## src/rtl/osw_pkg.sv

```systemverilog
// Constants, register map and carrier types of the octal switch host
// Notes on behaviour
// Device latches shifted command on select rise
// Device loads fault word on select fall
// Device ignores clock, floats output while deselected
// Serial clock low whenever select changes
// Serial clock low while device not selected
// Device samples command bit on clock fall
// Device updates data output on clock rise
// Eight bits, eight clocks per transfer
// Command sent from output eight down to one
// First rising edge shows output eight status
// Shift path is first in, first out
// One turns output on, zero off
// Status one means faulted, zero normal
// Enable low stops drive and fault reporting
// Outputs five, six OR direct pins in
// PWM outputs commanded off, rate below 2 kHz
// Logic undervoltage holds device in reset
// Writes spaced more than 300 us apart
// Classify fault by previously sent command bit
// Open-load result accepted after fault delay; host classifies open load at every frame end with no delay
// Open-load fault latched until read
// Undervoltage clears outputs and fault status
// Reset clears latch, status, floats data output
// Extra clocks: latch keeps last eight bits
package osw_pkg;

  // ==========================================================
  // Timing
  localparam int CLK_KHZ       = 25000;
  localparam int T_LEAD_NS     = 100;
  localparam int T_LAG_NS      = 50;
  localparam int T_GAP_US      = 300;
  localparam int PWM_MAX_HZ    = 2000;
  localparam int PWM_STEPS     = 256;
  localparam int LEAD_CYC      = (T_LEAD_NS * CLK_KHZ + 999999) / 1000000;
  localparam int LAG_CYC       = (T_LAG_NS * CLK_KHZ + 999999) / 1000000;
  // Strictly more than the spacing time
  localparam int GAP_CYC       = T_GAP_US * CLK_KHZ / 1000 + 1;
  localparam int PWM_STEP_CYC  = (CLK_KHZ * 1000 + PWM_MAX_HZ * PWM_STEPS - 1)
                                 / (PWM_MAX_HZ * PWM_STEPS);
  localparam int SCLK_HALF_CYC = 4;
  localparam int WORD_BITS     = 8;

  // ==========================================================
  // Register map
  localparam logic [7:0] OFS_CTRL  = 8'h00;
  localparam logic [7:0] OFS_CMD   = 8'h04;
  localparam logic [7:0] OFS_GO    = 8'h08;
  localparam logic [7:0] OFS_STAT  = 8'h0c;
  localparam logic [7:0] OFS_FAULT = 8'h10;
  localparam logic [7:0] OFS_OPEN  = 8'h14;
  localparam logic [7:0] OFS_SHORT = 8'h18;
  localparam logic [7:0] OFS_DUTY  = 8'h1c;

  localparam int CTRL_EN_BIT   = 0;
  localparam int CTRL_PWM5_BIT = 1;
  localparam int CTRL_PWM6_BIT = 2;
  localparam int CMD_OUT5_BIT  = 4;
  localparam int CMD_OUT6_BIT  = 5;

  localparam logic [2:0]  CTRL_RST = 3'h0;
  localparam logic [7:0]  CMD_RST  = 8'h00;
  localparam logic [15:0] DUTY_RST = 16'h0000;

  // ==========================================================
  // Carriers
  typedef struct packed {
    logic [7:0]  addr;
    logic [31:0] wdata;
    logic        wr;
    logic        rd;
  } osw_bus_type;

  typedef struct packed {
    logic sel_n;
    logic sclk;
    logic serial_cmd_in;
    logic direct_drive_five;
    logic direct_drive_six;
    logic enable;
  } osw_pins_type;

  typedef enum logic [2:0] {
    ST_IDLE,
    ST_LEAD,
    ST_HI,
    ST_LO,
    ST_LAG
  } osw_state_type;

endpackage

```

## src/rtl/osw_pwm.sv

```systemverilog
// Rate-limited PWM generator for one direct-drive pin
`timescale 1ns/10ps
module osw_pwm #(
  parameter int STEP_CYC = osw_pkg::PWM_STEP_CYC
) (
  input  wire logic       ref_clk,
  input  wire logic       sys_rst,
  input  wire logic       run,
  input  wire logic [7:0] duty,
  output logic            pwm_out
);

  logic [15:0] pre_r;
  logic [15:0] pre_nxt;
  logic [7:0]  step_r;
  logic [7:0]  step_nxt;
  logic        out_r;
  logic        out_nxt;

  if (STEP_CYC < 1 || STEP_CYC > 65535) begin : g_chk
    $error("osw_pwm: STEP_CYC out of range");
  end

  // ==========================================================
  // Period is 256 steps of STEP_CYC cycles; any STEP_CYC at or above the default keeps it under the maximum rate
  always_comb begin
    pre_nxt  = pre_r;
    step_nxt = step_r;
    out_nxt  = 1'b0;
    if (run) begin
      if (pre_r == 16'(STEP_CYC - 1)) begin
        pre_nxt  = 16'h0000;
        step_nxt = step_r + 8'h01;
      end else begin
        pre_nxt = pre_r + 16'h0001;
      end
      out_nxt = (step_r < duty);
    end else begin
      pre_nxt  = 16'h0000;
      step_nxt = 8'h00;
    end
  end

  always_ff @(posedge ref_clk) begin
    if (sys_rst) begin
      pre_r  <= 16'h0000;
      step_r <= 8'h00;
      out_r  <= 1'b0;
    end else begin
      pre_r  <= pre_nxt;
      step_r <= step_nxt;
      out_r  <= out_nxt;
    end
  end

  assign pwm_out = out_r;

endmodule

```

## src/rtl/osw_host.sv

```systemverilog
// Host controller driving the octal serial switch over its serial pins
//
// Chosen here: the address map and the address-and-strobe port.
`timescale 1ns/10ps
module osw_host #(
  parameter int GAP_CYC   = osw_pkg::GAP_CYC,
  parameter int HALF_CYC  = osw_pkg::SCLK_HALF_CYC,
  parameter int STEP_CYC  = osw_pkg::PWM_STEP_CYC
) (
  input  wire logic                 ref_clk,
  input  wire logic                 sys_rst,
  input  wire osw_pkg::osw_bus_type bus,
  output logic [31:0]               rdata,
  output osw_pkg::osw_pins_type     pins,
  input  wire logic                 switch_status_in
);

  if (HALF_CYC < 4 || HALF_CYC > 255 || GAP_CYC < 1 || GAP_CYC > 65535)
  begin : g_chk
    $error("osw_host: timing parameter out of range");
  end

  // ==========================================================
  // Register group
  logic [2:0]  ctrl_r;
  logic [2:0]  ctrl_nxt;
  logic [7:0]  cmd_r;
  logic [7:0]  cmd_nxt;
  logic [15:0] duty_r;
  logic [15:0] duty_nxt;
  logic        go_r;
  logic        go_nxt;
  logic [31:0] rdata_r;
  logic [31:0] rdata_nxt;

  // Link group
  osw_pkg::osw_state_type st_r;
  osw_pkg::osw_state_type st_nxt;
  logic [7:0]  tmr_r;
  logic [7:0]  tmr_nxt;
  logic [2:0]  bit_r;
  logic [2:0]  bit_nxt;
  logic [7:0]  tx_r;
  logic [7:0]  tx_nxt;
  logic [7:0]  rx_r;
  logic [7:0]  rx_nxt;
  logic [7:0]  sent_r;
  logic [7:0]  sent_nxt;
  logic [7:0]  prev_r;
  logic [7:0]  prev_nxt;
  logic        have_prev_r;
  logic        have_prev_nxt;
  logic        cls_valid_r;
  logic        cls_valid_nxt;
  logic [7:0]  fault_r;
  logic [7:0]  fault_nxt;
  logic [7:0]  open_r;
  logic [7:0]  open_nxt;
  logic [7:0]  short_r;
  logic [7:0]  short_nxt;
  logic [15:0] gap_r;
  logic [15:0] gap_nxt;
  logic        sel_n_r;
  logic        sel_n_nxt;
  logic        sclk_r;
  logic        sclk_nxt;
  logic        mosi_r;
  logic        mosi_nxt;
  logic        sync1_r;
  logic        sync2_r;
  logic        take;
  logic [7:0]  word;
  logic [1:0]  pwm_out;

  function automatic logic hit(input logic [7:0] a, input logic [7:0] o);
    hit = (a == o);
  endfunction

  // Command bits of PWM-driven outputs are always sent as off
  always_comb begin
    word = cmd_r;
    if (ctrl_r[osw_pkg::CTRL_PWM5_BIT]) begin
      word[osw_pkg::CMD_OUT5_BIT] = 1'b0;
    end
    if (ctrl_r[osw_pkg::CTRL_PWM6_BIT]) begin
      word[osw_pkg::CMD_OUT6_BIT] = 1'b0;
    end
  end

  assign take = (st_r == osw_pkg::ST_IDLE) && go_r && (gap_r == 16'h0000);

  // ==========================================================
  // Register bus
  always_comb begin
    ctrl_nxt  = ctrl_r;
    cmd_nxt   = cmd_r;
    duty_nxt  = duty_r;
    go_nxt    = go_r & ~take;
    rdata_nxt = 32'h0000_0000;
    if (bus.wr) begin
      if (hit(bus.addr, osw_pkg::OFS_CTRL)) begin
        ctrl_nxt = bus.wdata[2:0];
      end else if (hit(bus.addr, osw_pkg::OFS_CMD)) begin
        cmd_nxt = bus.wdata[7:0];
      end else if (hit(bus.addr, osw_pkg::OFS_GO)) begin
        go_nxt = 1'b1;
      end else if (hit(bus.addr, osw_pkg::OFS_DUTY)) begin
        duty_nxt = bus.wdata[15:0];
      end
    end
    if (bus.rd) begin
      if (hit(bus.addr, osw_pkg::OFS_CTRL)) begin
        rdata_nxt = {29'h0, ctrl_r};
      end else if (hit(bus.addr, osw_pkg::OFS_CMD)) begin
        rdata_nxt = {24'h0, cmd_r};
      end else if (hit(bus.addr, osw_pkg::OFS_STAT)) begin
        rdata_nxt = {28'h0, cls_valid_r, gap_r != 16'h0000, go_r,
                     st_r != osw_pkg::ST_IDLE};
      end else if (hit(bus.addr, osw_pkg::OFS_FAULT)) begin
        rdata_nxt = {24'h0, fault_r};
      end else if (hit(bus.addr, osw_pkg::OFS_OPEN)) begin
        rdata_nxt = {24'h0, open_r};
      end else if (hit(bus.addr, osw_pkg::OFS_SHORT)) begin
        rdata_nxt = {24'h0, short_r};
      end else if (hit(bus.addr, osw_pkg::OFS_DUTY)) begin
        rdata_nxt = {16'h0, duty_r};
      end
    end
  end

  always_ff @(posedge ref_clk) begin
    if (sys_rst) begin
      ctrl_r  <= osw_pkg::CTRL_RST;
      cmd_r   <= osw_pkg::CMD_RST;
      duty_r  <= osw_pkg::DUTY_RST;
      go_r    <= 1'b0;
      rdata_r <= 32'h0000_0000;
    end else begin
      ctrl_r  <= ctrl_nxt;
      cmd_r   <= cmd_nxt;
      duty_r  <= duty_nxt;
      go_r    <= go_nxt;
      rdata_r <= rdata_nxt;
    end
  end

  // ==========================================================
  // Serial link sequencer
  always_comb begin
    st_nxt        = st_r;
    tmr_nxt       = tmr_r;
    bit_nxt       = bit_r;
    tx_nxt        = tx_r;
    rx_nxt        = rx_r;
    sent_nxt      = sent_r;
    prev_nxt      = prev_r;
    have_prev_nxt = have_prev_r;
    cls_valid_nxt = cls_valid_r;
    fault_nxt     = fault_r;
    open_nxt      = open_r;
    short_nxt     = short_r;
    gap_nxt       = (gap_r != 16'h0000) ? gap_r - 16'h0001 : gap_r;
    sel_n_nxt     = sel_n_r;
    sclk_nxt      = sclk_r;
    mosi_nxt      = mosi_r;
    case (st_r)
      osw_pkg::ST_IDLE: begin
        sclk_nxt = 1'b0;
        if (take) begin
          st_nxt    = osw_pkg::ST_LEAD;
          sel_n_nxt = 1'b0;
          tx_nxt    = word;
          sent_nxt  = word;
          mosi_nxt  = word[7];
          bit_nxt   = 3'h0;
          tmr_nxt   = 8'(osw_pkg::LEAD_CYC - 1);
        end
      end
      osw_pkg::ST_LEAD: begin
        if (tmr_r == 8'h00) begin
          st_nxt   = osw_pkg::ST_HI;
          sclk_nxt = 1'b1;
          tmr_nxt  = 8'(HALF_CYC - 1);
        end else begin
          tmr_nxt = tmr_r - 8'h01;
        end
      end
      osw_pkg::ST_HI: begin
        if (tmr_r == 8'h00) begin
          // Status settled after rise; sample it before the fall
          st_nxt   = osw_pkg::ST_LO;
          sclk_nxt = 1'b0;
          rx_nxt   = {rx_r[6:0], sync2_r};
          tmr_nxt  = 8'(HALF_CYC - 1);
        end else begin
          tmr_nxt = tmr_r - 8'h01;
        end
      end
      osw_pkg::ST_LO: begin
        if (tmr_r != 8'h00) begin
          tmr_nxt = tmr_r - 8'h01;
        end else if (bit_r == 3'(osw_pkg::WORD_BITS - 1)) begin
          st_nxt  = osw_pkg::ST_LAG;
          tmr_nxt = 8'(osw_pkg::LAG_CYC - 1);
        end else begin
          // Data changes on the rise, far from the sampling fall
          st_nxt   = osw_pkg::ST_HI;
          sclk_nxt = 1'b1;
          tx_nxt   = {tx_r[6:0], 1'b0};
          mosi_nxt = tx_r[6];
          bit_nxt  = bit_r + 3'h1;
          tmr_nxt  = 8'(HALF_CYC - 1);
        end
      end
      osw_pkg::ST_LAG: begin
        if (tmr_r == 8'h00) begin
          st_nxt        = osw_pkg::ST_IDLE;
          sel_n_nxt     = 1'b1;
          mosi_nxt      = 1'b0;
          fault_nxt     = rx_r;
          open_nxt      = rx_r & ~prev_r;
          short_nxt     = rx_r & prev_r;
          cls_valid_nxt = have_prev_r;
          prev_nxt      = sent_r;
          have_prev_nxt = 1'b1;
          gap_nxt       = 16'(GAP_CYC);
        end else begin
          tmr_nxt = tmr_r - 8'h01;
        end
      end
      default: begin
        st_nxt = osw_pkg::ST_IDLE;
      end
    endcase
  end

  always_ff @(posedge ref_clk) begin
    if (sys_rst) begin
      st_r        <= osw_pkg::ST_IDLE;
      tmr_r       <= 8'h00;
      bit_r       <= 3'h0;
      tx_r        <= 8'h00;
      rx_r        <= 8'h00;
      sent_r      <= 8'h00;
      prev_r      <= 8'h00;
      have_prev_r <= 1'b0;
      cls_valid_r <= 1'b0;
      fault_r     <= 8'h00;
      open_r      <= 8'h00;
      short_r     <= 8'h00;
      gap_r       <= 16'h0000;
      sel_n_r     <= 1'b1;
      sclk_r      <= 1'b0;
      mosi_r      <= 1'b0;
      sync1_r     <= 1'b0;
      sync2_r     <= 1'b0;
    end else begin
      st_r        <= st_nxt;
      tmr_r       <= tmr_nxt;
      bit_r       <= bit_nxt;
      tx_r        <= tx_nxt;
      rx_r        <= rx_nxt;
      sent_r      <= sent_nxt;
      prev_r      <= prev_nxt;
      have_prev_r <= have_prev_nxt;
      cls_valid_r <= cls_valid_nxt;
      fault_r     <= fault_nxt;
      open_r      <= open_nxt;
      short_r     <= short_nxt;
      gap_r       <= gap_nxt;
      sel_n_r     <= sel_n_nxt;
      sclk_r      <= sclk_nxt;
      mosi_r      <= mosi_nxt;
      sync1_r     <= switch_status_in;
      sync2_r     <= sync1_r;
    end
  end

  // ==========================================================
  // Direct-drive PWM channels
  for (genvar i = 0; i < 2; i++) begin : g_pwm
    osw_pwm #(
      .STEP_CYC (STEP_CYC)
    ) u_pwm (
      .ref_clk (ref_clk),
      .sys_rst (sys_rst),
      .run     (ctrl_r[osw_pkg::CTRL_PWM5_BIT + i]),
      .duty    (duty_r[8*i +: 8]),
      .pwm_out (pwm_out[i])
    );
  end

  assign rdata                  = rdata_r;
  assign pins.sel_n             = sel_n_r;
  assign pins.sclk              = sclk_r;
  assign pins.serial_cmd_in     = mosi_r;
  assign pins.direct_drive_five = pwm_out[0];
  assign pins.direct_drive_six  = pwm_out[1];
  assign pins.enable            = ctrl_r[osw_pkg::CTRL_EN_BIT];

endmodule

```

## config.mk

```make
export PLATFORM = sky130hd
export DESIGN_NAME = osw_host
export DESIGN_NICKNAME = d
export VERILOG_FILES = /design/src/rtl/osw_pkg.sv /design/src/rtl/osw_pwm.sv /design/src/rtl/osw_host.sv
export SDC_FILE = /design/constraint.sdc
export NUM_CORES = 1
export LEC_CHECK = 0
export BUFFER_PORTS_ARGS = -buffer_cell sky130_fd_sc_hd__buf_2
export CORE_MARGIN = 5
export CORE_UTILIZATION = 56
export CTS_BUF_LIST = sky130_fd_sc_hd__clkbuf_4 sky130_fd_sc_hd__clkbuf_8
export CTS_CLUSTER_DIAMETER = 40
export DETAILED_ROUTE_END_ITERATION = 8
export GPL_TIMING_DRIVEN = 1
export PLACE_DENSITY = 0.73
export SLEW_MARGIN = 20
export SYNTH_ARGS = -nofsm -noshare
export SYNTH_HDL_FRONTEND = slang
export SYNTH_HIERARCHICAL = 1
export SYNTH_SLANG_ARGS = --single-unit
```

## constraint.sdc

```tcl
create_clock -name ref_clk -period 2.4 [get_ports ref_clk]
set_input_delay 0 -clock ref_clk [delete_from_list [all_inputs] [get_ports ref_clk]]
set_output_delay 0 -clock ref_clk [all_outputs]
set_load 0.02 [all_outputs]
```

==> flow_metrics.env <==
export IMPL_status="complete, no violations"
export IMPL_finalInstanceArea_um2=9706
export IMPL_place_ws_ns=0.1996
export IMPL_critPathArrivalTime_ns=2.61
export IMPL_synth_edff_count=0
export IMPL_postRouteAntennaNets=0
export IMPL_clkSlewWorstSetupHoldPaths_ns=0.10
export IMPL_num_io_pins=83
export IMPL_die_w_um=134.1
export IMPL_avgRoutedWirePerCell_um=15.20
export IMPL_startpoint_type="input pin"
export IMPL_ir_drop_v=0.0007631
export IMPL_fin_crit_sh_pct=93.46
export IMPL_wl_met1_mm=8.956
export IMPL_via_count=7351
export IMPL_fin_worst_skew_ns=0.01199
export IMPL_viasPerCell=5.650
export IMPL_port_buffers=50
export IMPL_drive_above_1_share_pct=12.94
export IMPL_slowest_stage="or3_1"
export IMPL_grt_first_pass_wirelength_mm=33.11
export IMPL_relSlewSlack_pct=40.57
export IMPL_grt_overflow=0
export IMPL_cts_tree="yes"
export IMPL_maxCapViolCount=0
export IMPL_hold_depth=4
export IMPL_async_reset_ff_share_pct=0
export IMPL_cp_depth=8
export IMPL_layout_min_cycle_time_ns=2.243
export IMPL_ys_top_cells_by_count="dfxtp_1, nand2_1, a21oi_1, nor2_1, nand3_1"
export IMPL_path_cells="dlygate4sd3_1 > buf_2 > nor2_1 > nand3_1 > or3_1 > nand2_1 > a21oi_1 > dlygate4sd3_1"
export IMPL_reg2reg_from="gap_r[11]$_SDFF_PP0_"
export IMPL_fin_util_pct=64.08
export IMPL_crit_fanout=16
export IMPL_die_h_um=134.1
export IMPL_timing_rr_end="rdata[2]$_SDFF_PP0_"
export IMPL_dpl_cell_count=1242
export IMPL_synthTopCellsByArea="dfxtp_1, nand2_1, a21oi_1, ha_1, nor2_1"
export IMPL_die_area_um2=17970
export IMPL_grt_max_degree=71
export IMPL_finalWorstSetupSlack_ns=0.1569
export IMPL_avgSynthCellArea_um2=8.425
export IMPL_fin_nets=1171
export IMPL_diodes=0
export IMPL_start_util_pct=56.90
export IMPL_wl_met2_mm=9.546
export IMPL_top_layer_used="met4"
export IMPL_placed_area_um2=9075
export IMPL_numClockSinks=186
export IMPL_ys_types=71
export IMPL_syn_to_final_growth_pct=12.62
export IMPL_rsz0062_at_grt="false"
export IMPL_p_leak_nw=3.486
export IMPL_drtPass1Iterations=5
export IMPL_total_power_mw=6.303
export IMPL_holdPathEnd="rdata[0]$_SDFF_PP0_"
export IMPL_gp_congestion=0.8473
export IMPL_hold_violations=0
export IMPL_grt_util_all_layers_pct=22.35
export IMPL_reg2regPathDepth=5
export IMPL_synth_cells=1023
export IMPL_setup_viol=0
export IMPL_placementRows=45
export IMPL_drv_slew=0
export IMPL_synth_top_cell_by_area="dfxtp_1"
export IMPL_tns_ns=0
export IMPL_drtIter0Drc=488
export IMPL_wl_met3_um=979
export IMPL_path_buf_inv=3
export IMPL_antenna_found_initial=0
export IMPL_synth_most_common_cell="dfxtp_1"
export IMPL_cpMostUsedCell="dlygate4sd3_1"
export IMPL_cp_end_kind="flip-flop"
export IMPL_hold_path_class="input pin to flip-flop"
export IMPL_synthesis_area_um2=8618
export IMPL_yosysWarnings=6
export IMPL_hp_start="bus[38]"
export IMPL_cpPeakStageDelay_ns=0.67
export IMPL_max_freq_mhz=445.8
export IMPL_cts_buffers=17
export IMPL_htreeDepth=4
export IMPL_cp_top_family="simple AND/OR/NAND/NOR gates"
export IMPL_synth_top_area_share_pct=43.21
export IMPL_p_per_area_nw_per_um2=649.4
export IMPL_final_instance_count_excl_fill=1301
export IMPL_synthFlopType="dfxtp_1"
export IMPL_ys_seq_elements=186
export IMPL_crit_required_ns=2.77
export IMPL_core_area_um2=15150
export IMPL_r2r_setup_slack_ns=0.20
export IMPL_drc=0
export IMPL_cts_root_buffer="clkbuf_8"
export IMPL_insertion_delay_ns=0.47
export IMPL_grt_pass1_vias=6826
export IMPL_drt_wl_total_mm=19.78
export IMPL_yosysSeqAreaShare_pct=43.21
export IMPL_cts_buffer_depth=2
export IMPL_worst_pin_slew_ns=0.8854
export IMPL_worstSetupPathType="input pin to flip-flop"
export IMPL_dp_final_hpwl_mm=13.63
export IMPL_whs_ns=0.05426
kinds of logic after synthesis:
family	Yosys count	share of synthesized area [%]
multiplexers	27	3.194
XOR/XNOR	39	3.963
flip-flops	186	43.21
AO/OA/AOI/OAI	183	13.01
buffers and inverters	106	5.749
adder cells (fa/ha/maj)	26	3.775
other	1	0.04351
AND/OR/NAND/NOR	455	27.06
per-layer routing:
layer / global-route usage, % / vias to the layer above
met5: 0 / -
met3: 4.801 / 27
li1: - / 3688
met2: 36.75 / 164
met1: 29.96 / 3472
met4: 6.165 / 0
worst register-to-register path, cell delays in order (launching register included):
cell and delay [ns]:
dfxtp_1 0.36, or4_4 0.58, or4_4 0.61, mux2_4 0.30, o22ai_2 0.15, a21oi_1 0.09
registers in the layout, summed over array words and instances (netlist names), 7 cells and up:
name                flops
tx_r                    7
gap_r                  16
tmr_r                   8
open_r                  8
g_pwm.u_pwm/pre_r      32
sent_r                  8
short_r                 8
g_pwm.u_pwm/step_r     16
duty_r                 16
rdata                  16
prev_r                  8
rx_r                    8
cmd_r                   8
fault_r                 8
placed cells by master (no fill, tap or decap), types with 4 or more instances in the layout:
cell           count
a21oi_1          110
a311oi_1           8
a31oi_1            7
and2_1             8
and3_1             6
buf_2             49
buf_4             33
clkbuf_8          18
clkinvlp_4         5
conb_1            16
dfxtp_1          186
dlygate4sd3_1     27
ha_1              26
inv_1             40
inv_6              6
mux2i_1           26
nand2_1          161
nand2b_1          15
nand3_1           53
nand3b_1          13
nand4_1           11
nor2_1            82
nor2b_1           13
nor3_1            17
nor4_1            14
nor4_2             4
o211ai_1           9
o21ai_0           13
o31ai_1            6
or3_1             11
or4_1             12
or4_4              5
xnor2_1           26
xor2_1            13
timing repair:
item	CTS	global route
resized for setup	0	0
buffers inserted	0	0
endpoints found under the hold margin	37	0
hold buffers	27	0
how the worst max path moves through the flow:
stage	slack [ns]	start	end
final	0.16	bus[35]	duty_r[4]$_SDFFE_PP0P_
after CTS	0.18	gap_r[11]$_SDFF_PP0_	rdata[2]$_SDFF_PP0_
after global placement	0.21	gap_r[11]$_SDFF_PP0_	rdata[2]$_SDFF_PP0_
after global routing	0.06	bus[35]	duty_r[15]$_SDFFE_PP0P_
after detailed placement	0.20	gap_r[11]$_SDFF_PP0_	rdata[2]$_SDFF_PP0_
after floorplan	0.22	tmr_r[0]$_SDFFE_PP0P_	bit_r[0]$_SDFFE_PP0P_
final cells by class:
type | count | area, um^2
tap | 188 | 235.2
inverter | 40 | 150.1
fill | 1347 | 5440
multi-input combinational | 746 | 4473
sequential | 186 | 3724
clock inverter | 14 | 112.6
clock buffer | 18 | 247.7
timing repair buffer | 109 | 763.2
power breakdown:
| group | internal [mW] | switching (mW) | leakage, nW |
|---|---|---|---|
| registers | 3.18 | 0.100 | 1.50 |
| logic | 0.478 | 0.611 | 1.82 |
| clock network | 0.762 | 1.17 | 0.169 |
| total | 4.42 | 1.88 | 3.49 |
Note: power is estimated with default switching activity, not from simulation.
